$ cat src/rtl/clv_servo_pkg.sv
// Purpose: Shared constants and types for the spindle servo controller.
// Assumes: 250 MHz system clock; all strobe and frame inputs synchronous to it.
// Notes:   Register map is word aligned on a 32-bit Avalon-MM slave.
//
// Summary of operation
// - Servo action mode follows the value software writes into the mode register.
// - Forward: drive high, phase output released, filter low, motor on.
// - Reverse: drive low, phase output released, filter low, motor on.
// - Speed: correct frame sync is 22 VCO periods; longer noisy pulses rejected.
// - Speed: width measured with peak and bottom hold, result is synchronized frame.
// - Speed: peak hold is crystal frame /2 or /4, bottom hold /16 or /32.
// - Speed: width under 22T drives low, 22T releases, 23T or more drives high.
// - Speed/seek: gain bit low cuts drive by about 12 dB; gain bit high gives full drive.
// - Speed: phase output released, filter low, motor on.
// - Seek: peak hold from 8.4672 MHz/256 tick, bottom hold crystal frame /16 or /32.
// - Seek: phase output released, filter low, motor on.
// - Phase: drive shows phase error of playback/crystal or read/write base frames /4.
// - Phase: phase output high (high width minus 278T) times 32 after frame fall.
// - Auto: sample lock each frame; high picks phase, eight lows pick speed.
// - Gain/hold register picks peak period, bottom period and gain.
// - VCO rough mode uses the VCO frame in place of the crystal frame.
// - Stop: drive low, phase output released, filter low, motor off.
// - Lock flag high only when playback sync coincides with generated sync.
package clv_servo_pkg;

  localparam logic [3:0] OFS_MODE   = 4'h0;
  localparam logic [3:0] OFS_GAIN   = 4'h4;
  localparam logic [3:0] OFS_STATUS = 4'h8;

  // Mode register fields
  localparam int MODE_LSB    = 0;
  localparam int REF_SEL_BIT = 3;
  // Gain/hold register fields
  localparam int PEAK_DIV4_BIT    = 0;
  localparam int BOTTOM_DIV32_BIT = 1;
  localparam int GAIN_HIGH_BIT    = 2;
  // Status register fields
  localparam int ST_ACT_LSB   = 0;
  localparam int ST_LOCK_BIT  = 3;
  localparam int ST_AUTOP_BIT = 4;
  localparam int ST_WIDTH_LSB = 8;

  localparam logic [2:0] MODE_STOP    = 3'h0;
  localparam logic [2:0] MODE_FWD     = 3'h1;
  localparam logic [2:0] MODE_REV     = 3'h2;
  localparam logic [2:0] MODE_SPEED   = 3'h3;
  localparam logic [2:0] MODE_SEEK    = 3'h4;
  localparam logic [2:0] MODE_PHASE   = 3'h5;
  localparam logic [2:0] MODE_AUTO    = 3'h6;
  localparam logic [2:0] MODE_VCO     = 3'h7;

  localparam logic [3:0] MODE_RESET = 4'h0;
  localparam logic [2:0] GAIN_RESET = 3'h4;

  localparam logic [7:0]  SYNC_WIDTH_T  = 8'h16;  // 22 VCO periods
  localparam logic [9:0]  PHASE_OFS_T   = 10'h116; // 278 periods of VCO/2
  localparam int          PHASE_SCALE_SH = 5;      // times 32
  localparam logic [3:0]  UNLOCK_FRAMES = 4'h8;
  localparam logic [4:0]  DIV16_MASK    = 5'h0F;
  localparam logic [4:0]  DIV32_MASK    = 5'h1F;
  localparam logic [1:0]  GAIN_DUTY_MAX = 2'h3;   // 1 in 4 duty is about -12 dB

  typedef enum logic [2:0] {
    ACT_STOP, ACT_FWD, ACT_REV, ACT_SPEED, ACT_SEEK, ACT_PHASE
  } servo_act_t;

  typedef struct packed {
    logic drive_out;
    logic drive_oe;
    logic phase_out;
    logic phase_oe;
    logic filter_ctl;
    logic motor_on;
  } motor_pins_t;

endpackage

$ cat src/rtl/sync_width_hold.sv
// Purpose: Peak/bottom hold measurement of the recovered frame sync width.
// Assumes: vco_tick marks one VCO period; hold ticks are one-cycle pulses.
// Notes:   A noisy long pulse only survives if it persists over every peak window.
`timescale 1ns/10ps
`default_nettype none
module sync_width_hold
  import clv_servo_pkg::*;
(
  input  wire logic       clk,
  input  wire logic       rst,
  input  wire logic       vco_tick,
  input  wire logic       sync_in,
  input  wire logic       peak_tick,
  input  wire logic       bottom_tick,
  output logic      [7:0] width
);

  typedef struct packed {
    logic       sync_prev;
    logic [7:0] run;
    logic [7:0] peak;
    logic [7:0] bottom;
    logic [7:0] width;
  } hold_state_t;

  hold_state_t s_q;
  hold_state_t s_d;

  always_comb begin
    s_d = s_q;
    s_d.sync_prev = sync_in;
    if (sync_in && vco_tick && s_q.run != 8'hFF) begin
      s_d.run = s_q.run + 8'h01;
    end
    if (!sync_in && s_q.sync_prev) begin
      s_d.run = 8'h00;
      if (s_q.run > s_q.peak) begin
        s_d.peak = s_q.run;
      end
    end
    // Minimum of the peaks drops spurious over-long pulses
    if (peak_tick) begin
      s_d.peak = 8'h00;
      if (s_q.peak < s_q.bottom) begin
        s_d.bottom = s_q.peak;
      end
    end
    if (bottom_tick) begin
      s_d.width  = s_q.bottom;
      s_d.bottom = 8'hFF;
    end
  end

  always_ff @(posedge clk) begin
    if (rst) begin
      s_q <= '{sync_prev: 1'b0, run: 8'h00, peak: 8'h00, bottom: 8'hFF, width: 8'h00};
    end else begin
      s_q <= s_d;
    end
  end

  assign width = s_q.width;

endmodule
`default_nettype wire

$ cat src/rtl/clv_spindle_servo.sv
// Purpose: Constant linear velocity spindle servo with Avalon-MM control registers.
// Assumes: Frame and sync inputs are levels synchronous to REF_CLK; ticks are pulses.
// Notes:   Three-state motor pins are split into value and enable; the pad resolves them.
//
// The Avalon-MM register port and the register addresses were decided locally.
`timescale 1ns/10ps
`default_nettype none
module clv_spindle_servo
  import clv_servo_pkg::*;
(
  input  wire logic        REF_CLK,
  input  wire logic        SYS_RST,
  input  wire logic [3:0]  AVS_ADDRESS,
  input  wire logic        AVS_READ,
  input  wire logic        AVS_WRITE,
  input  wire logic [31:0] AVS_WRITEDATA,
  input  wire logic [3:0]  AVS_BYTEENABLE,
  output logic      [31:0] AVS_READDATA,
  output logic             AVS_WAITREQUEST,
  input  wire logic        VCO_TICK,
  input  wire logic        SEEK_TICK,
  input  wire logic        CRYSTAL_FRAME_CLOCK,
  input  wire logic        VCO_FRAME_CLOCK,
  input  wire logic        PLAYBACK_FRAME_CLOCK,
  input  wire logic        READ_BASE_FRAME,
  input  wire logic        WRITE_BASE_FRAME,
  input  wire logic        FRAME_SYNC_IN,
  input  wire logic        PLAYBACK_SYNC_PULSE,
  input  wire logic        GENERATED_SYNC_PULSE,
  output logic             SPINDLE_DRIVE_OUT,
  output logic             SPINDLE_DRIVE_OE,
  output logic             SPINDLE_PHASE_OUT,
  output logic             SPINDLE_PHASE_OE,
  output logic             SPINDLE_FILTER_CTL,
  output logic             SPINDLE_MOTOR_ON,
  output logic             FRAME_SYNC_LOCKED
);

  typedef struct packed {
    logic [3:0]  mode_reg;
    logic [2:0]  gain_reg;
    logic        waitreq;
    logic [31:0] rdata;
    logic        ref_prev;
    logic        pb_prev;
    logic        rb_prev;
    logic        wb_prev;
    logic [4:0]  ref_cnt;
    logic [1:0]  div_a;
    logic [1:0]  div_b;
    logic        half_tick;
    logic [9:0]  high_width;
    logic [14:0] phase_cnt;
    logic        phase_level;
    logic        locked;
    logic        auto_phase;
    logic [3:0]  low_count;
    logic [1:0]  duty_cnt;
    servo_act_t  act;
    motor_pins_t pins;
  } servo_state_t;

  servo_state_t s_q;
  servo_state_t s_d;

  logic [7:0] sync_width;
  logic       ref_frame;
  logic       ref_rise;
  logic       pb_rise;
  logic       pb_fall;
  logic       peak_tick;
  logic       bottom_tick;
  logic       seek_active;
  logic       cmp_a_rise;
  logic       cmp_b_rise;
  logic [2:0] mode_sel;
  logic       ref_sel;

  assign mode_sel = s_q.mode_reg[MODE_LSB +: 3];
  assign ref_sel  = s_q.mode_reg[REF_SEL_BIT];

  // VCO rough mode swaps the crystal frame for the VCO-derived frame
  assign ref_frame = (mode_sel == MODE_VCO) ? VCO_FRAME_CLOCK : CRYSTAL_FRAME_CLOCK;
  assign ref_rise  = ref_frame && !s_q.ref_prev;
  assign pb_rise   = PLAYBACK_FRAME_CLOCK && !s_q.pb_prev;
  assign pb_fall   = !PLAYBACK_FRAME_CLOCK && s_q.pb_prev;
  assign seek_active = (s_q.act == ACT_SEEK);

  // Hold clocks picked from the gain/hold register, except the seek peak clock, which is SEEK_TICK
  always_comb begin
    if (seek_active) begin
      peak_tick = SEEK_TICK;
    end else if (s_q.gain_reg[PEAK_DIV4_BIT]) begin
      peak_tick = ref_rise && (s_q.ref_cnt[1:0] == 2'h3);
    end else begin
      peak_tick = ref_rise && s_q.ref_cnt[0];
    end
    if (s_q.gain_reg[BOTTOM_DIV32_BIT]) begin
      bottom_tick = ref_rise && (s_q.ref_cnt == DIV32_MASK);
    end else begin
      bottom_tick = ref_rise && (s_q.ref_cnt[3:0] == DIV16_MASK[3:0]);
    end
  end

  sync_width_hold u_width (
    .clk         (REF_CLK),
    .rst         (SYS_RST),
    .vco_tick    (VCO_TICK),
    .sync_in     (FRAME_SYNC_IN),
    .peak_tick   (peak_tick),
    .bottom_tick (bottom_tick),
    .width       (sync_width)
  );

  // Phase comparison sources
  assign cmp_a_rise = ref_sel ? (READ_BASE_FRAME && !s_q.rb_prev) : pb_rise;
  assign cmp_b_rise = ref_sel ? (WRITE_BASE_FRAME && !s_q.wb_prev) : ref_rise;

  always_comb begin
    s_d = s_q;
    s_d.ref_prev = ref_frame;
    s_d.pb_prev  = PLAYBACK_FRAME_CLOCK;
    s_d.rb_prev  = READ_BASE_FRAME;
    s_d.wb_prev  = WRITE_BASE_FRAME;
    if (ref_rise) begin
      s_d.ref_cnt = s_q.ref_cnt + 5'h01;
    end

    // Bus slave: one wait cycle, then the answer edge where writes land
    // Waitrequest is kept as its own flop so the port needs no inverter
    if ((AVS_READ || AVS_WRITE) && s_q.waitreq) begin
      s_d.waitreq = 1'b0;
      s_d.rdata  = 32'h0000_0000;
      if (AVS_READ) begin
        if (AVS_ADDRESS == OFS_MODE) begin
          s_d.rdata[3:0] = s_q.mode_reg;
        end else if (AVS_ADDRESS == OFS_GAIN) begin
          s_d.rdata[2:0] = s_q.gain_reg;
        end else if (AVS_ADDRESS == OFS_STATUS) begin
          s_d.rdata[ST_ACT_LSB +: 3]   = s_q.act;
          s_d.rdata[ST_LOCK_BIT]       = s_q.locked;
          s_d.rdata[ST_AUTOP_BIT]      = s_q.auto_phase;
          s_d.rdata[ST_WIDTH_LSB +: 8] = sync_width;
        end
      end
    end else begin
      s_d.waitreq = 1'b1;
    end
    if (AVS_WRITE && !s_q.waitreq && AVS_BYTEENABLE[0]) begin
      if (AVS_ADDRESS == OFS_MODE) begin
        s_d.mode_reg = AVS_WRITEDATA[3:0];
      end else if (AVS_ADDRESS == OFS_GAIN) begin
        s_d.gain_reg = AVS_WRITEDATA[2:0];
      end
    end

    // Lock only when both syncs land in the same cycle
    if (GENERATED_SYNC_PULSE) begin
      s_d.locked = PLAYBACK_SYNC_PULSE;
    end else if (PLAYBACK_SYNC_PULSE) begin
      s_d.locked = 1'b0;
    end

    // Automatic phase/speed selection once per playback frame
    if (mode_sel != MODE_AUTO && mode_sel != MODE_VCO) begin
      s_d.auto_phase = 1'b0;
      s_d.low_count  = 4'h0;
    end else if (pb_fall) begin
      if (s_q.locked) begin
        s_d.auto_phase = 1'b1;
        s_d.low_count  = 4'h0;
      end else if (s_q.low_count + 4'h1 >= UNLOCK_FRAMES) begin
        s_d.auto_phase = 1'b0;
        s_d.low_count  = UNLOCK_FRAMES;
      end else begin
        s_d.low_count = s_q.low_count + 4'h1;
      end
    end

    case (mode_sel)
      MODE_FWD:   s_d.act = ACT_FWD;
      MODE_REV:   s_d.act = ACT_REV;
      MODE_SPEED: s_d.act = ACT_SPEED;
      MODE_SEEK:  s_d.act = ACT_SEEK;
      MODE_PHASE: s_d.act = ACT_PHASE;
      MODE_AUTO,
      MODE_VCO:   s_d.act = s_d.auto_phase ? ACT_PHASE : ACT_SPEED;
      default:    s_d.act = ACT_STOP;
    endcase

    // Frame /4 dividers for the phase detector
    if (cmp_a_rise) begin
      s_d.div_a = s_q.div_a + 2'h1;
    end
    if (cmp_b_rise) begin
      s_d.div_b = s_q.div_b + 2'h1;
    end

    // High width of the playback frame in VCO/2 periods
    if (VCO_TICK) begin
      s_d.half_tick = !s_q.half_tick;
    end
    if (pb_rise) begin
      s_d.high_width = 10'h000;
    end else if (PLAYBACK_FRAME_CLOCK && VCO_TICK && s_q.half_tick
                 && s_q.high_width != 10'h3FF) begin
      s_d.high_width = s_q.high_width + 10'h001;
    end
    if (pb_fall) begin
      if (s_q.high_width > PHASE_OFS_T) begin
        s_d.phase_cnt   = {s_q.high_width - PHASE_OFS_T, 5'h00};
        s_d.phase_level = 1'b1;
      end else begin
        s_d.phase_cnt   = 15'h0000;
        s_d.phase_level = 1'b0;
      end
    end else if (VCO_TICK && s_q.half_tick && s_q.phase_level) begin
      s_d.phase_cnt = s_q.phase_cnt - 15'h0001;
      if (s_q.phase_cnt <= 15'h0001) begin
        s_d.phase_level = 1'b0;
      end
    end

    // Reduced-gain drive keeps one slot in four
    s_d.duty_cnt = (s_q.duty_cnt == GAIN_DUTY_MAX) ? 2'h0 : s_q.duty_cnt + 2'h1;

    s_d.pins.filter_ctl = 1'b0;
    s_d.pins.phase_out  = 1'b0;
    s_d.pins.phase_oe   = 1'b0;
    s_d.pins.drive_out  = 1'b0;
    s_d.pins.drive_oe   = 1'b1;
    s_d.pins.motor_on   = 1'b1;
    case (s_q.act)
      ACT_FWD: begin
        s_d.pins.drive_out = 1'b1;
      end
      ACT_REV: begin
        s_d.pins.drive_out = 1'b0;
      end
      ACT_SPEED,
      ACT_SEEK: begin
        // Width against the 22T nominal
        if (sync_width < SYNC_WIDTH_T) begin
          s_d.pins.drive_out = 1'b0;
        end else if (sync_width == SYNC_WIDTH_T) begin
          s_d.pins.drive_oe = 1'b0;
        end else begin
          s_d.pins.drive_out = 1'b1;
        end
        if (!s_q.gain_reg[GAIN_HIGH_BIT] && s_q.duty_cnt != 2'h0) begin
          s_d.pins.drive_oe = 1'b0;
        end
      end
      ACT_PHASE: begin
        // Leading comparison frame pulls the drive high, lagging pulls it low
        if (s_q.div_a[1] && !s_q.div_b[1]) begin
          s_d.pins.drive_out = 1'b1;
        end else if (!s_q.div_a[1] && s_q.div_b[1]) begin
          s_d.pins.drive_out = 1'b0;
        end else begin
          s_d.pins.drive_oe = 1'b0;
        end
        s_d.pins.phase_out = s_q.phase_level;
        s_d.pins.phase_oe  = 1'b1;
      end
      default: begin
        s_d.pins.motor_on = 1'b0;
      end
    endcase
  end

  always_ff @(posedge REF_CLK) begin
    if (SYS_RST) begin
      s_q <= '0;
      s_q.mode_reg      <= MODE_RESET;
      s_q.gain_reg      <= GAIN_RESET;
      s_q.act           <= ACT_STOP;
      s_q.pins.drive_oe <= 1'b1;
      s_q.waitreq       <= 1'b1;
    end else begin
      s_q <= s_d;
    end
  end

  assign AVS_READDATA       = s_q.rdata;
  assign AVS_WAITREQUEST    = s_q.waitreq;
  assign SPINDLE_DRIVE_OUT  = s_q.pins.drive_out;
  assign SPINDLE_DRIVE_OE   = s_q.pins.drive_oe;
  assign SPINDLE_PHASE_OUT  = s_q.pins.phase_out;
  assign SPINDLE_PHASE_OE   = s_q.pins.phase_oe;
  assign SPINDLE_FILTER_CTL = s_q.pins.filter_ctl;
  assign SPINDLE_MOTOR_ON   = s_q.pins.motor_on;
  assign FRAME_SYNC_LOCKED  = s_q.locked;

endmodule
`default_nettype wire

$ cat config.mk
export PLATFORM = sky130hd
export DESIGN_NAME = clv_spindle_servo
export DESIGN_NICKNAME = d
export VERILOG_FILES = /design/src/rtl/clv_servo_pkg.sv /design/src/rtl/sync_width_hold.sv /design/src/rtl/clv_spindle_servo.sv
export SDC_FILE = /design/constraint.sdc
export NUM_CORES = 1
export LEC_CHECK = 0
export BUFFER_PORTS_ARGS = -buffer_cell sky130_fd_sc_hd__buf_2
export CAP_MARGIN = 30
export CORE_UTILIZATION = 50
export CTS_BUF_LIST = sky130_fd_sc_hd__clkbuf_8
export CTS_CLUSTER_DIAMETER = 200
export DETAILED_ROUTE_END_ITERATION = 16
export PLACE_DENSITY_LB_ADDON = 0.15
export SLEW_MARGIN = 10
export SYNTH_ARGS = -nofsm -noshare
export SYNTH_HDL_FRONTEND = slang
export SYNTH_HIERARCHICAL = 1
export SYNTH_SLANG_ARGS = --single-unit
$ cat constraint.sdc
create_clock -name REF_CLK -period 6.1 [get_ports REF_CLK]
set_input_delay 0.305 -clock REF_CLK [delete_from_list [all_inputs] [get_ports REF_CLK]]
set_output_delay 0.305 -clock REF_CLK [all_outputs]
set_load 0.01 [all_outputs]
# --- Word-level counts from Yosys, hierarchy flattened ---
# Cells that the tools add are included.
totals:
  wordCells: 168
  in_bits: 54
  ff_bits: 111
  out_inout_bits: 40
op_classes:
  n_reduce_logical: 56
  bitwise: 2
  eq_ne: 23
  addsub: 9
  n_mux: 41
  n_lt_le_gt_ge: 6
op_table:
  columns: ["operator", "count"]
  rows:
  - ["$mux 16", 3]
  - ["$mux 8", 4]
  - ["$mux 5", 5]
  - ["$logic_and 1x1->1", 24]
  - ["$mux 1", 21]
  - ["$eq 3x3->1 const B", 6]
  - ["$pmux 3 s6", 1]
  - ["$reduce_or 2->1", 9]
  - ["$le 15x1->1 const B", 1]
  - ["$sub 15x1->15 const B", 1]
  - ["$eq 3x2->1 const B", 4]
  - ["$logic_not 1->1", 11]
  - ["$add 10x1->10 const B", 1]
  - ["$gt 10x9->1 const B", 1]
  - ["$ne 10x10->1 const B", 1]
  - ["$sub 10x9->10 const B", 1]
  - ["$add 8x1->8 const B", 1]
  - ["$eq 4x4->1 const B", 2]
  - ["$eq 8x5->1 const B", 1]
  - ["$gt 8x8->1", 1]
  - ["$lt 8x5->1 const B", 1]
  - ["$lt 8x8->1", 1]
  - ["$mux 4", 2]
  - ["$ne 8x8->1 const B", 1]
  - ["other kinds (20)", 33]

# --- Logic depth before layout (Yosys ltp) ---
# Gate-level depths: netlist of the first run.
logic_depth:
  depth_word: 8
  mapped_depth: 10

# --- Cells and area by module ---
# The synthesis of the first run kept the hierarchy.
by_module_without_submodules:
  columns: ["module", "seq_area_each_um2", "cells_each", "instances", "area_each_um2"]
  rows:
  - ["clv_spindle_servo", 1541.5, 452, 1, 3873.7]
  - ["sync_width_hold", 660.6, 192, 1, 1716.6]

# --- Worst setup path after synthesis of the first run ---
# OpenSTA, ideal clock, no wires.
synth_path:
  path_type: "reg-to-reg"
  startpoint: "register s_q (netlist bit mode_sel[1])"
  endpoint: "register u_width/s_q[12] (netlist bit)"
  setup_slack_ns: 4.153
  path_stages_with_launch: 11
  required_ns: 5.958
  arrival_ns: 1.805
  cell_sequence: "dfxtp_1 nand3_1 mux2i_1 nor2_1 a22o_1 nor2b_1 o21ai_0 a21oi_2 buf_4 nand2_1 o211ai_1"
synth_via:
  elab_chain_len: 7
  word_cells_on_any_way: 12
synth_rtl:
  columns: ["element", "line_no", "text"]
  rows:
  - ["start, declared", "clv_spindle_servo.sv:63", "servo_state_t s_q;"]
  - ["$eq 3x3->1 (*)", "clv_spindle_servo.sv:83", "assign ref_frame = (mode_sel == MODE_VCO) ? VCO_FRAME_CLOCK : CRYSTAL_FRAME_CLOCK;"]
  - ["$mux 1 (*)", "clv_spindle_servo.sv:83", null]
  - ["$logic_and 1x1->1 (*)", "clv_spindle_servo.sv:84", "assign ref_rise = ref_frame && !s_q.ref_prev;"]
  - ["$logic_and 1x1->1, on equally long branches", "clv_spindle_servo.sv:96, clv_spindle_servo.sv:94", null]
  - ["$mux 1 (*)", "clv_spindle_servo.sv:93", "end else if (s_q.gain_reg[PEAK_DIV4_BIT]) begin"]
  - ["$mux 1 (*)", "clv_spindle_servo.sv:91", "if (seek_active) begin"]
  - ["named net peak_tick", "clv_spindle_servo.sv:71", "logic peak_tick;"]
  - ["$reduce_and 2->1 (no line) (*)", null, null]
  - ["end signal, assigned", "sync_width_hold.sv:56", "s_q <= '{sync_prev: 1'b0, run: 8'h00, peak: 8'h00, bottom: 8'hFF, width: 8'h00};"]
  - ["end, declared", "sync_width_hold.sv:26", "hold_state_t s_q;"]
# Mark *: on every way through the listed nets, which the timed path passes. The rest lies on a longest branch.
# A chain may end at the register's enable or synchronous reset.

# --- Final worst setup path of the first run ---
layout_path:
  startpoint: "register s_q (netlist bit mode_sel[1])"
  endpoint: "register u_width/s_q[8] (netlist bit)"
# Same word-level chain as after synthesis.

==> results.sh, run 1 <==
export IMPL_synth_edff_count=0
export IMPL_initial_utilization_pct=51.34
export IMPL_finalSetupViolCount=0
export IMPL_synth_warnings=6
export IMPL_maxClockFrequency_mhz=387.3
export IMPL_synth_adder_area_share_pct=6.043
export IMPL_fill_cells=989
export IMPL_placement_cell_area_mm2=0.005672
export IMPL_combinational_family_with_the_most_area_after_synthesis="simple AND/OR/NAND/NOR gates"
export IMPL_numClockSinks=110
export IMPL_worst_slew_pin_slew_ps=791.2
export IMPL_postSynthRegisterBits=110
export IMPL_final_net_count=738
export IMPL_cts_made_buffers=9
export IMPL_grt_max_degree=60
export IMPL_timing_max_cap_violations=0
export IMPL_critPathMaxFanout=15
export IMPL_ctsResizeCount=0
export IMPL_crit_arrival_ps=2840
export IMPL_worst_ep_required_time_ps=6360
export IMPL_final_min_clock_period_ps=2582
export IMPL_synthesized_area_fraction_occupied_by_ao_oa_aoi_and_oai_cells_pct=15.02
export IMPL_multi_input_gate_area_in_the_final_layout_mm2=0.002945
export IMPL_synth_yosys_seq_area_share_pct=39.39
export IMPL_post_route_period_util_pct=42.32
export IMPL_core_area_mm2=0.01089
export IMPL_routed_via_density=5.420
export IMPL_number_of_vias_in_the_routed_layout=4347
export IMPL_num_rows=38
export IMPL_final_setup_tns_ps=0
export IMPL_maxSlewViolCount=0
export IMPL_cts_setup_buffers=0
export IMPL_run_status="completed"
export IMPL_grt_util_all_layers_pct=21.24
export IMPL_die_height_um=107.7
export IMPL_diodes=0
export IMPL_syn_cell_area_mm2=0.005590
export IMPL_die_area_mm2=0.01161
export IMPL_timing_clock_skew_ps=10.98
export IMPL_vdd_ir_drop_worst_uv=218.2
export IMPL_insertion_delay_ps=390
export IMPL_yosysUniqueCellTypes=65
export IMPL_synthSimpleGateAreaFrac_pct=20.52
export IMPL_synth_top_cells_by_area="dfxtp_1, ha_1, buf_4, nor2_1, mux2i_1"
export IMPL_final_layout_size_suffix_gt1_share_pct=11.33
export IMPL_drt_pre_antenna_iters=4
export IMPL_tritoncts="done"
export IMPL_finalInstanceArea_mm2=0.005884
export IMPL_pin_count=94
export IMPL_power_density_cell_area_mw_per_mm2=221.7
export IMPL_synth_async_reset_ratio_pct=0
export IMPL_postSynthCellCount=644
export IMPL_ctsHtreeMaxLevel=3
export IMPL_clock_tree_root_cell="clkbuf_8"
export IMPL_cp_end_kind="flop"
export IMPL_crit_path_start_kind="flop"
export IMPL_place_hpwl_um=8395
export IMPL_syn_area_per_cell_um2=8.681
export IMPL_timing_slew_headroom_pct=46.96
export IMPL_layout_core_utilization_pct=54.05
export IMPL_rsz_0062_raised_after_global_routing="no"
export IMPL_global_route_overflow_total=0
export IMPL_finalHoldViolations=0
export IMPL_first_global_vias=4112
export IMPL_hold_path_class="input pin to flop"
export IMPL_synth_top_flop_cell="dfxtp_1"
export IMPL_wl_per_cell_um=14.25
export IMPL_clock_transition_at_the_register_clock_pins_on_the_worst_setup_and_hold_paths_after_cts_ps=110
export IMPL_max_clock_path_buffers=2
export IMPL_synth_mux_area_share_pct=3.962
export IMPL_yosys_cell_count_top_type="dfxtp_1"
export IMPL_routed_wirelength_um=11430
export IMPL_gp_congestion=0.8232
export IMPL_post_synth_top_area_fraction_pct=39.39
export IMPL_numPortBuffers=42
export IMPL_grt_antenna_before_repair=0
export IMPL_die_width_um=107.7
export IMPL_layout_area_overhead_vs_synth_pct=5.260
export IMPL_first_iter_violations=261
export IMPL_total_power_w=0.001304
export IMPL_leakagePower_nw=2.365
export IMPL_synth_xor_area_share_pct=5.797
export IMPL_drc=0
export IMPL_antenna_left=0
export IMPL_grt_pass1_wl_um=19330
export IMPL_ys_top_cells_by_count="dfxtp_1, nor2_1, nand2_1, buf_4"
export IMPL_synth_top_cell_by_area="dfxtp_1"
export IMPL_timing_setup_critical_path_class="flop to flop"
export IMPL_cts_hold_fix_buffers=0
export IMPL_final_seq_area_mm2=0.002202
## metrics by stage
| step | hold WS (ps) | instances | setup slack [ps] |
|---|---|---|---|
| finish | 137.3 | 802 | 3518 |
| global route | 118.8 | 802 | 3312 |
| CTS | 116.4 | 802 | 3522 |
| detailed placement | 444.1 | 786 | 3560 |
| global placement | 436.7 | 785 | 3597 |
| floorplan | 428.2 | 663 | 4153 |
## flip-flops by register name, summed over array words and instances (netlist names), 3 cells and up
name	cells
s_q	53
u_width/width	8
mode_sel	3
u_width/s_q	25
AVS_READDATA	13
## logic make-up after synthesis
family | Yosys count
AND/OR/NAND/NOR | 231
XOR/XNOR | 37
other | 1
AO/OA/AOI/OAI | 124
adder cells (fa/ha/maj) | 27
multiplexers | 22
flip-flops | 110
buffers and inverters | 92
## cell usage in the layout (no fill, tap or decap), drive strengths merged, types with 21 or more instances in the layout
cell type    n
o21ai       27
buf         45
nand2       50
ha          27
a21oi       28
inv         32
nor2        78
nand3       29
mux2i       21
dfxtp      110
## final timing paths
path | start | endpoint | slack, ps | cells after the start
min | WRITE_BASE_FRAME | s_q[53] | 140 | 2
max | mode_sel[1] | u_width/s_q[8] | 3520 | 9
max reg2reg | mode_sel[1] | u_width/s_q[8] | 3520 | 9
min reg2reg | s_q[9] | s_q[9] | 460 | 1
## worst max-delay path: stages (launching register included)
cell and delay, ps:
dfxtp_1 460, nand3_1 130, mux2i_1 270, nor2_1 310
a22o_1 230, nor2b_1 130, o21ai_0 110, a21oi_2 490
mux2i_1 250, nand2_1 60
## power breakdown
group	internal (W)	total [W]	switching (W)	leakage, nW
registers	0.000732	0.000745	0.0000125	0.891
clock network	0.000208	0.000471	0.000263	0.105
logic	0.0000326	0.0000889	0.0000563	1.37
total	0.000972	0.00130	0.000332	2.37
## metal layers
layer  share of wire (%)  GRT usage [%]  vias up
li1                    -              -     2218
met1                  47          26.66     2036
met2                  47          35.30       85
met3                 4.0          4.843        8
met4                 1.2          7.926        0
met5                   0              0        -
## layout make-up
cell class	instances	area share, %
repair buffers	45	4.019
clock buffers	10	2.339
multi-input cells	461	50.05
clock inverters	6	1.276
inverters	30	1.914
well taps	140	2.977
flip-flops and latches	110	37.42
Power figures use the tool's default switching activity.
==> run 2: changes to the inputs <==
==> constraint.sdc (replaced) <==
create_clock -name REF_CLK -period 2.7 [get_ports REF_CLK]
set_input_delay 0.135 -clock REF_CLK [delete_from_list [all_inputs] [get_ports REF_CLK]]
set_output_delay 0.135 -clock REF_CLK [all_outputs]
set_load 0.01 [all_outputs]
==> run 2 against run 1 <==
Compared with the run above: fmax increased by 15%; clock-buffer cell count increased by 1; die area unchanged; non-clock buffer count increased by 12.
==> results.sh, run 2 (synthesized netlist as in run 1, its figures left out) <==
export IMPL_r2r_worst_path_cells=9
export IMPL_drc=0
export IMPL_final_net_count=750
export IMPL_clock_tree_root_cell="clkbuf_8"
export IMPL_rr_endpoint="u_width/s_q[14]"
export IMPL_wl_per_cell_um=14.29
export IMPL_final_cells=814
export IMPL_max_flop_register="s_q"
export IMPL_clock_transition_at_the_register_clock_pins_on_the_worst_setup_and_hold_paths_after_cts_ps=110
export IMPL_timing_setup_critical_path_class="flop to flop"
export IMPL_max_clock_path_buffers=2
export IMPL_routed_wirelength_um=11640
export IMPL_finalSetupViolCount=0
export IMPL_path_delay_family="compound AO/OA/AOI/OAI gates"
export IMPL_r2r_start="mode_sel[1]"
export IMPL_final_setup_tns_ps=0
export IMPL_ctsHtreeMaxLevel=3
export IMPL_routed_via_density=5.389
export IMPL_die_width_um=107.7
export IMPL_grt_max_degree=35
export IMPL_maxSlewViolCount=0
export IMPL_core_area_mm2=0.01089
export IMPL_holdCritStartpoint="PLAYBACK_FRAME_CLOCK"
export IMPL_num_rows=38
export IMPL_highest_count_cells_in_the_layout_ignoring_fill_and_taps="dfxtp_1, nor2_1, nand2_1, buf_2"
export IMPL_finalHoldViolations=0
export IMPL_grt_util_all_layers_pct=21.67
export IMPL_layout_core_utilization_pct=54.87
export IMPL_layout_area_overhead_vs_synth_pct=6.871
export IMPL_worst_ep_required_time_ps=2950
export IMPL_finalInstanceArea_mm2=0.005974
export IMPL_rsz_0062_raised_after_global_routing="no"
export IMPL_cp_end_kind="flop"
export IMPL_number_of_flip_flops_under_the_largest_register_name=53
export IMPL_timing_critical_path_slowest_cell_delay_ps=460
export IMPL_ctsResizeCount=0
export IMPL_final_min_clock_period_ps=2255
export IMPL_diodes=0
export IMPL_global_route_overflow_total=0
export IMPL_post_route_period_util_pct=83.51
export IMPL_crit_arrival_ps=2510
export IMPL_final_layout_size_suffix_gt1_share_pct=11.42
export IMPL_numPortBuffers=42
export IMPL_hold_path_depth=2
export IMPL_cts_made_buffers=9
export IMPL_vdd_ir_drop_worst_uv=395.9
export IMPL_drt_pre_antenna_iters=5
export IMPL_ff2ff_setup_slack_ps=450
export IMPL_timing_max_cap_violations=0
export IMPL_timing_clock_skew_ps=10.17
export IMPL_worst_slew_pin_slew_ps=753.0
export IMPL_numClockSinks=110
export IMPL_hold_path_sink="s_q[55]"
export IMPL_first_global_vias=4177
export IMPL_maxClockFrequency_mhz=443.5
export IMPL_grt_pass1_wl_um=19560
export IMPL_crit_buf_inv=1
export IMPL_tritoncts="done"
export IMPL_number_of_vias_in_the_routed_layout=4387
export IMPL_first_iter_violations=189
export IMPL_die_area_mm2=0.01161
export IMPL_critPathMaxFanout=8
export IMPL_run_status="completed"
export IMPL_leakagePower_nw=2.400
export IMPL_timing_slew_headroom_pct=49.53
export IMPL_grt_antenna_before_repair=0
export IMPL_pin_count=94
export IMPL_post_place_cells=788
export IMPL_insertion_delay_ps=390
export IMPL_worst_path_max_delay_cell="dfxtp_1"
export IMPL_initial_utilization_pct=51.34
export IMPL_crit_path_start_kind="flop"
export IMPL_worstPathCellList="nand3_1 -> mux2i_1 -> nor2_1 -> a22o_1 -> nor2b_1 -> o21ai_0 -> a21oi_2 -> buf_4 -> o211ai_1"
export IMPL_die_height_um=107.7
export IMPL_placement_cell_area_mm2=0.005683
export IMPL_layout_commonest_cell="dfxtp_1"
export IMPL_gp_congestion=0.8341
export IMPL_place_hpwl_um=8654
export IMPL_hold_path_class="input pin to flop"
export IMPL_power_density_cell_area_mw_per_mm2=478.5
export IMPL_antenna_left=0
-- run 2: cell types whose count changed in the layout (fill, tap and decap cells not counted), sizes merged --
cell | previous run | this run
clkinvlp | 1 | 3
dlygate4sd3 | 0 | 10
buf | 45 | 47
inv | 32 | 31
clkinv | 2 | 1
clkbuf | 10 | 11
bufinv | 1 | 0
-- run 2: metrics by stage --
stage	worst slack [ps]	total power (W)	hold WS, ps
2_1_floorplan	753.3	0.001877	260.1
3_3_place_gp	530.5	0.001916	366.4
3_5_place_dp	479.3	0.001923	374.4
4_1_cts	452.6	0.002900	23.16
5_1_grt	220.6	0.002997	23.44
6_report	445.3	0.002859	45.20
-- run 2: final cells by class --
type,count,area [µm²]
Fill cell,1032,4913
Multi-Input combinational cell,461,2945
Sequential cell,110,2202
Timing Repair Buffer,57,347.8
Tap cell,140,175.2
Clock buffer,11,151.4
Inverter,30,112.6
Clock inverter,5,40.04
-- run 2: worst reg2reg max path, stage by stage (launching register included) --
cell and delay (ps):
dfxtp_1 460, nand3_1 140, mux2i_1 160, nor2_1 260
a22o_1 220, nor2b_1 150, o21ai_0 120, a21oi_2 300
buf_4 230, o211ai_1 90
-- run 2: what timing repair did --
action	CTS	global route
endpoints found under the hold margin	10	0
hold buffers	10	0
setup buffers	0	0
-- run 2: how the worst max path moves through the flow --
stage	from	to	slack, ps	depth (start not counted)
after floorplan	mode_sel[1]	u_width/s_q[12]	750	10
after global placement	mode_sel[1]	u_width/s_q[15]	530	9
after detailed placement	mode_sel[1]	u_width/s_q[14]	480	9
after CTS	mode_sel[1]	u_width/s_q[12]	450	9
after global routing	s_q[8]	u_width/s_q[13]	220	8
final	mode_sel[1]	u_width/s_q[14]	450	9
-- run 2: layer usage --
metal	GRT usage, %	vias to the layer above	routed length (µm)
met5	0	-	0
li1	-	2240	-
met4	5.969	0	136
met1	26.39	2068	5347
met3	5.872	11	403
met2	37.32	68	5747
-- run 2: report_power, final --
part	leakage [nW]	internal, W	switching (W)
Clock	0.0886	0.000392	0.000570
Combinational	1.42	0.0000841	0.000130
Sequential	0.891	0.00165	0.0000283
Total	2.40	0.00213	0.000728
